`src/rtl/imflr_pkg.sv`:
```
// imflr_pkg: register map, field layout and reset values of the interrupt mask / fifo level / rx config bank
package imflr_pkg;
	// register byte offsets
	localparam logic [7:0] IMFLR_OFF_MASK = 8'h5c;
	localparam logic [7:0] IMFLR_OFF_PROBE = 8'h64;
	localparam logic [7:0] IMFLR_OFF_LEVEL = 8'h68;
	localparam logic [7:0] IMFLR_OFF_RXCFG = 8'h6c;
	// constant pattern of the byte order probe
	localparam logic [31:0] IMFLR_PROBE_VALUE = 32'h87654321;
	// writable bits of the interrupt mask register
	localparam logic [31:0] IMFLR_MASK_WMASK = 32'h83bfe7df;
	// interrupt flag positions used here
	localparam int IMFLR_BIT_RXDMA = 20;
	localparam int IMFLR_BIT_TXAVAIL = 9;
	localparam int IMFLR_BIT_TXSLVL = 7;
	localparam int IMFLR_BIT_RXSLVL = 3;
	// fifo level threshold fields and reset values
	localparam logic [7:0] IMFLR_TXAVAIL_RST = 8'h48;
	localparam logic [7:0] IMFLR_TXSLVL_RST = 8'h00;
	localparam logic [7:0] IMFLR_RXSLVL_RST = 8'h00;
	localparam int IMFLR_TXAVAIL_LSB = 24;
	localparam int IMFLR_TXSLVL_LSB = 16;
	localparam int IMFLR_RXSLVL_LSB = 0;
	// receive configuration fields
	localparam int IMFLR_ALIGN_LSB = 30;
	localparam int IMFLR_COUNT_LSB = 16;
	localparam int IMFLR_FLUSH_BIT = 15;
	localparam int IMFLR_OFFSET_LSB = 8;
	localparam logic [1:0] IMFLR_ALIGN_RST = 2'h0;
	localparam logic [11:0] IMFLR_COUNT_RST = 12'h000;
	localparam logic [4:0] IMFLR_OFFSET_RST = 5'h00;
	localparam logic [11:0] IMFLR_COUNT_ONE = 12'h001;
	localparam logic [11:0] IMFLR_COUNT_ZERO = 12'h000;
	// end alignment encodings
	typedef enum logic [1:0] {
		IMFLR_ALIGN_4 = 2'h0,
		IMFLR_ALIGN_16 = 2'h1,
		IMFLR_ALIGN_32 = 2'h2,
		IMFLR_ALIGN_RSVD = 2'h3
	} imflr_align_t;
endpackage

```
`src/rtl/imflr_bank.sv`:
```
// imflr_bank: interrupt mask, byte order probe, fifo level thresholds and receive configuration registers
`timescale 1ns/1ps

//Contract
// - a status source reaches the interrupt line only when its mask bit is one
// - status bits keep following their sources regardless of the mask
// - mask bits 31, 25, 24, 23 are read/write, reset zero
// - mask bits 21, 20, 19 are read/write, reset zero
// - mask bits 18, 17, 16 are read/write, reset zero
// - mask bits 15, 14, 13 are read/write, reset zero
// - mask bits 10, 9, 8, 7 enable tx fifo interrupts
// - mask bits 6, 4, 3 and 2-0 enable rx and pin interrupts
// - offset 64h always reads 87654321h
// - tx space flag when free 64-byte blocks exceed bits 31-24, reset 48h
// - tx status level flag when used dwords exceed bits 23-16
// - rx status level flag when used dwords exceed bits 7-0
// - bits 31:30 choose receive end padding boundary 4, 16, 32 bytes
// - 12-bit dword count decrements per rx data read, flags when drained
// - new count may be written any time and counting resumes from it
// - self-clearing bit 15 flushes rx data and status pointers
// - bits 12-8 shift receive data start by 0-31 bytes
// - upper offset bits apply from the next dword read
// - receive dma status bit 20 sets when the count drains; the bank only pulses rx_dma_done_o, bit 20 comes in on interrupt_flags_i
module imflr_bank (
	// clock and reset
	input wire logic clk_sys_i,
	input wire logic rst_i,
	// register port
	input wire logic [7:0] reg_addr_i,
	input wire logic [31:0] reg_wdata_i,
	input wire logic reg_wr_i,
	input wire logic reg_rd_i,
	output logic [31:0] reg_rdata_o,
	// interrupt status from the controller
	input wire logic [31:0] interrupt_flags_i,
	output logic irq_o,
	// fifo fill levels
	input wire logic [7:0] tx_free_blocks_i,
	input wire logic [7:0] tx_status_used_i,
	input wire logic [7:0] rx_status_used_i,
	output logic tx_space_available_flag_o,
	output logic tx_status_level_flag_o,
	output logic rx_status_level_flag_o,
	// receive data fifo reads
	input wire logic rx_dword_read_i,
	output logic rx_dma_done_o,
	output logic rx_flush_o,
	// receive configuration outputs
	output imflr_pkg::imflr_align_t rx_end_align_o,
	output logic [4:0] receive_start_offset_o
);
	import imflr_pkg::*;

	typedef struct packed {
		// host-visible register fields
		logic [31:0] mask;
		logic [7:0] txavail_lvl;
		logic [7:0] txslvl_lvl;
		logic [7:0] rxslvl_lvl;
		logic [1:0] align;
		logic [11:0] count;
		logic [4:0] offset;
		// offset applied to the receive path
		logic [4:0] offset_live;
		// registered outputs
		logic [31:0] rdata;
		logic irq;
		logic txavail;
		logic txslvl;
		logic rxslvl;
		logic dma_done;
		logic flush;
	} imflr_state_t;

	imflr_state_t s_q;
	imflr_state_t s_d;

	// true when the bus address selects the given register
	function automatic logic imflr_hit(
		input logic [7:0] addr,
		input logic [7:0] off
	);
		imflr_hit = (addr == off);
	endfunction

	// place an 8-bit field at its bit position within a word
	function automatic logic [31:0] imflr_put8(
		input logic [7:0] v,
		input int lsb
	);
		imflr_put8 = 32'(v) << lsb;
	endfunction

	// pick an 8-bit threshold field out of a written word
	function automatic logic [7:0] imflr_get8(
		input logic [31:0] w,
		input int lsb
	);
		imflr_get8 = w[lsb +: 8];
	endfunction

	// writable enables only, so reserved positions stay zero
	function automatic logic [31:0] imflr_mask_next(
		input logic [31:0] wdata
	);
		imflr_mask_next = wdata & IMFLR_MASK_WMASK;
	endfunction

	// strict greater-than: a fill equal to the threshold stays quiet
	function automatic logic imflr_above(
		input logic [7:0] fill,
		input logic [7:0] limit
	);
		imflr_above = (fill > limit);
	endfunction

	// fifo level thresholds as read back; the middle byte stays zero
	function automatic logic [31:0] imflr_level_word(
		input logic [7:0] txavail,
		input logic [7:0] txslvl,
		input logic [7:0] rxslvl
	);
		logic [31:0] w;
		w = 32'h00000000;
		w = w | imflr_put8(txavail, IMFLR_TXAVAIL_LSB);
		w = w | imflr_put8(txslvl, IMFLR_TXSLVL_LSB);
		w = w | imflr_put8(rxslvl, IMFLR_RXSLVL_LSB);
		imflr_level_word = w;
	endfunction

	// receive configuration as read back; the flush bit always reads zero
	function automatic logic [31:0] imflr_rxcfg_word(
		input logic [1:0] align,
		input logic [11:0] count,
		input logic [4:0] offset
	);
		logic [31:0] w;
		w = 32'h00000000;
		w = w | (32'(align) << IMFLR_ALIGN_LSB);
		w = w | (32'(count) << IMFLR_COUNT_LSB);
		w = w | (32'(offset) << IMFLR_OFFSET_LSB);
		imflr_rxcfg_word = w;
	endfunction

	// end alignment field of a written receive configuration word
	function automatic logic [1:0] imflr_align_of(
		input logic [31:0] w
	);
		imflr_align_of = w[IMFLR_ALIGN_LSB +: 2];
	endfunction

	// dword count field of a written receive configuration word
	function automatic logic [11:0] imflr_count_of(
		input logic [31:0] w
	);
		imflr_count_of = w[IMFLR_COUNT_LSB +: 12];
	endfunction

	// byte offset field of a written receive configuration word
	function automatic logic [4:0] imflr_offset_of(
		input logic [31:0] w
	);
		imflr_offset_of = w[IMFLR_OFFSET_LSB +: 5];
	endfunction

	// countdown step: one less per dword read, never below zero
	function automatic logic [11:0] imflr_count_step(
		input logic [11:0] count,
		input logic rd
	);
		if (rd && (count != IMFLR_COUNT_ZERO)) begin
			imflr_count_step = count - IMFLR_COUNT_ONE;
		end else begin
			imflr_count_step = count;
		end
	endfunction

	// true on the read that drains the last programmed dword
	function automatic logic imflr_count_last(
		input logic [11:0] count,
		input logic rd
	);
		imflr_count_last = rd && (count == IMFLR_COUNT_ONE);
	endfunction

	// dword part moves at a dword read, byte part follows at once
	function automatic logic [4:0] imflr_offset_next(
		input logic [4:0] live,
		input logic [4:0] prog,
		input logic rd
	);
		logic [4:0] n;
		n = live;
		if (rd) begin
			n[4:2] = prog[4:2];
		end
		n[1:0] = prog[1:0];
		imflr_offset_next = n;
	endfunction

	// any enabled status source raises the host line
	function automatic logic imflr_irq(
		input logic [31:0] flags,
		input logic [31:0] mask
	);
		imflr_irq = |(flags & mask);
	endfunction

	// next state of the whole bank
	always_comb begin
		logic wr_mask;
		logic wr_level;
		logic wr_rx;
		logic cnt_last;
		// defaults before decode
		wr_mask = 1'b0;
		wr_level = 1'b0;
		wr_rx = 1'b0;
		cnt_last = 1'b0;

		// register strobes decoded once per cycle
		wr_mask = reg_wr_i && imflr_hit(reg_addr_i, IMFLR_OFF_MASK);
		wr_level = reg_wr_i && imflr_hit(reg_addr_i, IMFLR_OFF_LEVEL);
		wr_rx = reg_wr_i && imflr_hit(reg_addr_i, IMFLR_OFF_RXCFG);
		cnt_last = imflr_count_last(s_q.count, rx_dword_read_i);

		// hold every field; pulses and read data fall back to zero
		s_d = s_q;
		s_d.flush = 1'b0;
		s_d.dma_done = 1'b0;
		s_d.rdata = 32'h00000000;

		// interrupt mask register writes
		if (wr_mask) begin
			s_d.mask = imflr_mask_next(reg_wdata_i);
		end else begin
			s_d.mask = s_q.mask;
		end

		// fifo level threshold writes; the middle byte is dropped
		if (wr_level) begin
			s_d.txavail_lvl = imflr_get8(reg_wdata_i, IMFLR_TXAVAIL_LSB);
			s_d.txslvl_lvl = imflr_get8(reg_wdata_i, IMFLR_TXSLVL_LSB);
			s_d.rxslvl_lvl = imflr_get8(reg_wdata_i, IMFLR_RXSLVL_LSB);
		end else begin
			s_d.txavail_lvl = s_q.txavail_lvl;
			s_d.txslvl_lvl = s_q.txslvl_lvl;
			s_d.rxslvl_lvl = s_q.rxslvl_lvl;
		end

		// receive dword countdown; a host write wins over a read in the same cycle
		if (wr_rx) begin
			s_d.count = imflr_count_of(reg_wdata_i);
		end else begin
			s_d.count = imflr_count_step(s_q.count, rx_dword_read_i);
		end

		// done pulse only when the drain is not overtaken by a reload
		if (cnt_last && !wr_rx) begin
			s_d.dma_done = 1'b1;
		end else begin
			s_d.dma_done = 1'b0;
		end

		// end alignment, taken as written; the host keeps it steady within a packet
		if (wr_rx) begin
			s_d.align = imflr_align_of(reg_wdata_i);
		end else begin
			s_d.align = s_q.align;
		end

		// programmed data offset
		if (wr_rx) begin
			s_d.offset = imflr_offset_of(reg_wdata_i);
		end else begin
			s_d.offset = s_q.offset;
		end

		// self-clearing flush: a one-cycle pulse, never stored as a readable bit
		if (wr_rx) begin
			s_d.flush = reg_wdata_i[IMFLR_FLUSH_BIT];
		end else begin
			s_d.flush = 1'b0;
		end

		// offset seen by the receive path
		s_d.offset_live = imflr_offset_next(s_q.offset_live, s_q.offset, rx_dword_read_i);

		// fifo level comparisons, registered one cycle late
		s_d.txavail = imflr_above(tx_free_blocks_i, s_q.txavail_lvl);
		s_d.txslvl = imflr_above(tx_status_used_i, s_q.txslvl_lvl);
		s_d.rxslvl = imflr_above(rx_status_used_i, s_q.rxslvl_lvl);

		// masked interrupt; raw flags pass by untouched
		s_d.irq = imflr_irq(interrupt_flags_i, s_q.mask);

		// read data, valid only the cycle after the strobe
		if (reg_rd_i) begin
			case (reg_addr_i)
				IMFLR_OFF_MASK: begin
					s_d.rdata = s_q.mask;
				end
				IMFLR_OFF_PROBE: begin
					s_d.rdata = IMFLR_PROBE_VALUE;
				end
				IMFLR_OFF_LEVEL: begin
					s_d.rdata = imflr_level_word(s_q.txavail_lvl, s_q.txslvl_lvl, s_q.rxslvl_lvl);
				end
				IMFLR_OFF_RXCFG: begin
					s_d.rdata = imflr_rxcfg_word(s_q.align, s_q.count, s_q.offset);
				end
				default: begin
					s_d.rdata = 32'h00000000;
				end
			endcase
		end else begin
			s_d.rdata = 32'h00000000;
		end
	end

	// state register
	always_ff @(posedge clk_sys_i or posedge rst_i) begin
		if (rst_i) begin
			// host-visible fields
			s_q.mask <= 32'h00000000;
			s_q.txavail_lvl <= IMFLR_TXAVAIL_RST;
			s_q.txslvl_lvl <= IMFLR_TXSLVL_RST;
			s_q.rxslvl_lvl <= IMFLR_RXSLVL_RST;
			s_q.align <= IMFLR_ALIGN_RST;
			s_q.count <= IMFLR_COUNT_RST;
			s_q.offset <= IMFLR_OFFSET_RST;
			s_q.offset_live <= IMFLR_OFFSET_RST;
			// registered outputs
			s_q.rdata <= 32'h00000000;
			s_q.irq <= 1'b0;
			s_q.txavail <= 1'b0;
			s_q.txslvl <= 1'b0;
			s_q.rxslvl <= 1'b0;
			s_q.dma_done <= 1'b0;
			s_q.flush <= 1'b0;
		end else begin
			s_q <= s_d;
		end
	end

	// register port read data, straight from its flip-flops
	assign reg_rdata_o = s_q.rdata;

	// host interrupt line
	assign irq_o = s_q.irq;

	// fifo level flags
	assign tx_space_available_flag_o = s_q.txavail;
	assign tx_status_level_flag_o = s_q.txslvl;
	assign rx_status_level_flag_o = s_q.rxslvl;

	// countdown and flush pulses
	assign rx_dma_done_o = s_q.dma_done;
	assign rx_flush_o = s_q.flush;

	// receive configuration seen by the receive path
	assign rx_end_align_o = imflr_align_t'(s_q.align);
	assign receive_start_offset_o = s_q.offset_live;
endmodule // imflr_bank

```
`config.mk`:
```
export PLATFORM = sky130hd
export DESIGN_NAME = imflr_bank
export DESIGN_NICKNAME = d
export VERILOG_FILES = /design/src/rtl/imflr_pkg.sv /design/src/rtl/imflr_bank.sv
export SDC_FILE = /design/constraint.sdc
export NUM_CORES = 1
export LEC_CHECK = 0
export BUFFER_PORTS_ARGS = -buffer_cell sky130_fd_sc_hd__buf_2
export CORE_UTILIZATION = 54
export CTS_CLUSTER_DIAMETER = 100
export CTS_CLUSTER_SIZE = 40
export DETAILED_ROUTE_END_ITERATION = 6
export PLACE_DENSITY = 0.81
export SLEW_MARGIN = 20
export SYNTH_ARGS = -nofsm -noshare
export SYNTH_HDL_FRONTEND = slang
export SYNTH_SLANG_ARGS = --single-unit
```
`constraint.sdc`:
```
create_clock -name clk_sys_i -period 3.9 [get_ports clk_sys_i]
set_input_delay 0.585 -clock clk_sys_i [delete_from_list [all_inputs] [get_ports clk_sys_i]]
set_output_delay 0.585 -clock clk_sys_i [all_outputs]
set_load 0.03 [all_outputs]
```
==> impl_metrics.py <==
metrics = {
    "status": {
        "status": "finished, final reports clean",
    },
    "floorplan": {
        "start_util_pct": 55.8,
        "coreArea_mm2": 0.0103,
        "die_w_um": 105,
        "num_rows": 37,
        "die_y_um": 105,
        "die_area_mm2": 0.0111,
        "io_pins": 146,
    },
    "grt": {
        "grt_first_pass_wirelength_um": 20700,
        "use_met2_pct": 41.2,
        "grt_use_met3_pct": 3.59,
        "use_met1_pct": 31.8,
        "grt_overflow": 0,
        "gr-max-usage-layer": "met2",
        "grt_max_degree": 74,
        "first_global_vias": 4137,
        "antenna_found_initial": 0,
        "track_usage_pct": 24.6,
    },
    "power": {
        "p_leak_uw": 0.00331,
        "vdd_drop_max_uv": 220,
        "p_per_area_mw_per_mm2": 398,
    },
    "finish": {
        "syn_to_final_growth_pct": 11.9,
        "nets": 719,
        "fillers": 803,
        "regArea_mm2": 0.00273,
        "drive_above_1_share_pct": 37.9,
        "multiInputGateArea_mm2": 0.00251,
        "n_antenna_cell": 0,
    },
    "setup_path": {
        "reg2reg_setup_slack_ns": 2.09,
        "crit_path_end_kind": "flop",
        "required_ns": 4.17,
        "ff2ff_path_depth": 7,
        "timing.rr.end": "s_q[59]$_DFFE_PP0P_",
        "path_class": "primary input to flop",
        "worstReg2RegStart": "s_q[48]$_DFFE_PP0P_",
        "startpoint_type": "primary input",
        "critPathMaxFanout": 23,
        "cp.arrival_ns": 2.58,
    },
    "sta": {
        "relSlewSlack_pct": 40.0,
        "fmax_ghz": 0.433,
        "layout_setup_ws_ns": 1.59,
        "fin_setup_tns_ns": 0,
        "finalCriticalPeriod_ns": 2.31,
        "drv_slew": 0,
        "setup_viol": 0,
        "rsz0062_at_grt": "no",
        "period_share_pct": 59.2,
        "tightest_slew_ns": 0.900,
        "fin_skew_ns": 0.0138,
        "finalHoldViolCount": 0,
    },
    "worst_hold_path": {
        "whs_path_depth": 3,
        "hold_path.class": "primary input to flop",
        "hold_path_startpoint": "reg_wdata_i[11]",
        "whs_endpoint": "s_q[46]$_DFFE_PP0P_",
    },
    "synth": {
        "synth_top_area_cell": "dfrtp_1",
        "yosys_warnings": 0,
        "synth-compound-area-share_pct": 10.5,
        "synthCells": 496,
        "avgSynthCellArea_um2": 11.6,
        "synth_edf_count": 0,
        "synth-xor-area-share_pct": 1.52,
        "muxShareOfSynthArea_pct": 11.1,
        "ys_seq_elements": 109,
        "syn_nets": 624,
        "ys_top_cells_by_count": "dfrtp_1 (107), buf_4 (42), nand2_1 (35)",
        "synth.distinct_cells": 55,
        "synth-simple-area-share_pct": 14.7,
        "synth_top_family_by_area": "simple AND/OR/NAND/NOR gates",
        "syn_area_mm2": 0.00576,
        "yosys_most_used_dff": "dfrtp_1",
        "synth.area.top_cells": "dfrtp_1 (46%), ha_1 (5.9%), mux2_2 (5.9%)",
        "yosysSeqAreaShare_pct": 47.4,
        "synthMostInstantiatedCell": "dfrtp_1",
        "yosysTopAreaCellShare_pct": 46.5,
        "synth_fa_ha_area_share_pct": 5.86,
        "async_flop_share_pct": 100,
    },
    "route": {
        "route.detailed.drc": 0,
        "vias": 4111,
        "wl_per_cell_um": 18.3,
        "wl_um": 13400,
        "drt-initial-drc-count": 215,
        "postRouteAntennaNets": 0,
        "vias_per_cell": 5.62,
        "dr.pass1.iters": 4,
    },
    "placed_design": {
        "gpl.final_weighted_congestion": 0.894,
        "hpwlAfterDp_um": 9770,
        "pre_cts_ws_ns": 1.22,
        "io_buffers": 136,
    },
    "clock_tree": {
        "cts_tree": "done",
        "cts_resized": 0,
        "cts_buffers": 9,
        "h-tree-depth": 3,
        "clock_latency_ns": 0.38,
        "clk_path_buf_depth": 2,
        "cts_setup_buffers": 0,
        "clk_pin_slew_ns": 0.10,
        "cts_root_buffer": "clkbuf_8",
        "cts_sinks": 109,
        "hold_buffers": 0,
    },
    "flow_run": {
        "maxCapViolCount": 0,
    },
}
## per-stage QoR
stage	power [µW]	instance area, µm²	hold slack (ns)	util (%)	instances
global placement	1830	6240	0.383	60.4	716
global route	2680	6450	0.398	62.5	732
detailed placement	1860	6240	0.391	60.4	716
CTS	2570	6450	0.382	62.5	732
finish	2570	6450	0.388	62.5	732
floorplan	1700	5760	0.374	-	496
## logic make-up after synthesis
group / after synthesis
mux: 50
buf+inv: 84
compound gates: 85
flops: 109
xor+xnor: 10
fa+ha+maj: 27
simple gates: 131
## routing by layer
layer,routed length (µm),vias to the layer above
li1,-,1897
met3,718,20
met5,0,-
met1,5780,2050
met2,6640,144
met4,248,0
## state kept, by name (all words and copies together), names as in the netlist
| signal | count |
|---|---|
| rx_status_level_flag_o | 1 |
| receive_start_offset_o | 5 |
| tx_status_level_flag_o | 1 |
| rx_end_align_o | 2 |
| rx_flush_o | 1 |
| s_d | 2 |
| rx_dma_done_o | 1 |
| tx_space_available_flag_o | 1 |
| s_q | 62 |
| irq_o | 1 |
| reg_rdata_o | 32 |
## power by group
group | internal [µW] | total, µW | switching [µW]
Combinational | 235 | 512 | 276
Clock | 336 | 715 | 379
Sequential | 1230 | 1340 | 113
Total | 1800 | 2570 | 768
## worst max-delay path, stage by stage
cell	delay, ns
buf_2	0.22
nand3b_4	0.17
nor3b_4	0.61
nand3_4	0.52
mux2_4	0.46
## cell type report
type                    instances  share of cell area, %
repair buffers                141                   11.1
clock inverters                 4                  0.873
well taps                     136                   2.64
inverters                      27                   1.61
clock buffers                  12                   2.41
multi-input cells             303                   39.0
flip-flops and latches        109                   42.3
## worst max path at each step
stage	end	slack [ns]	start
final	s_q[86]$_DFFE_PP0P_	1.59	reg_addr_i[3]
after detailed placement	s_q[99]$_DFFE_PP0P_	1.22	reg_addr_i[3]
after global placement	s_q[89]$_DFFE_PP0P_	1.25	reg_addr_i[3]
after CTS	s_q[99]$_DFFE_PP0P_	1.62	reg_addr_i[3]
after global routing	reg_rdata_o[8]$_DFF_PP0_	1.49	reg_addr_i[1]
after floorplan	irq_o$_DFF_PP0_	0.44	rst_i
## cells in the final DEF, fill, tap and decap left out, drive strengths merged, types with 5 or more instances in the layout
| cell type | count |
|---|---|
| nor2 | 32 |
| nand2 | 36 |
| mux2 | 50 |
| nand3 | 5 |
| nor2b | 7 |
| inv | 27 |
| a22oi | 32 |
| dfrtp | 107 |
| nand2b | 7 |
| xnor2 | 8 |
| ha | 27 |
| nand4 | 10 |
| clkbuf | 12 |
| and3 | 7 |
| a22o | 11 |
| a21oi | 14 |
| o21ai | 11 |
| buf | 141 |
Power figures use the tool's default switching activity.
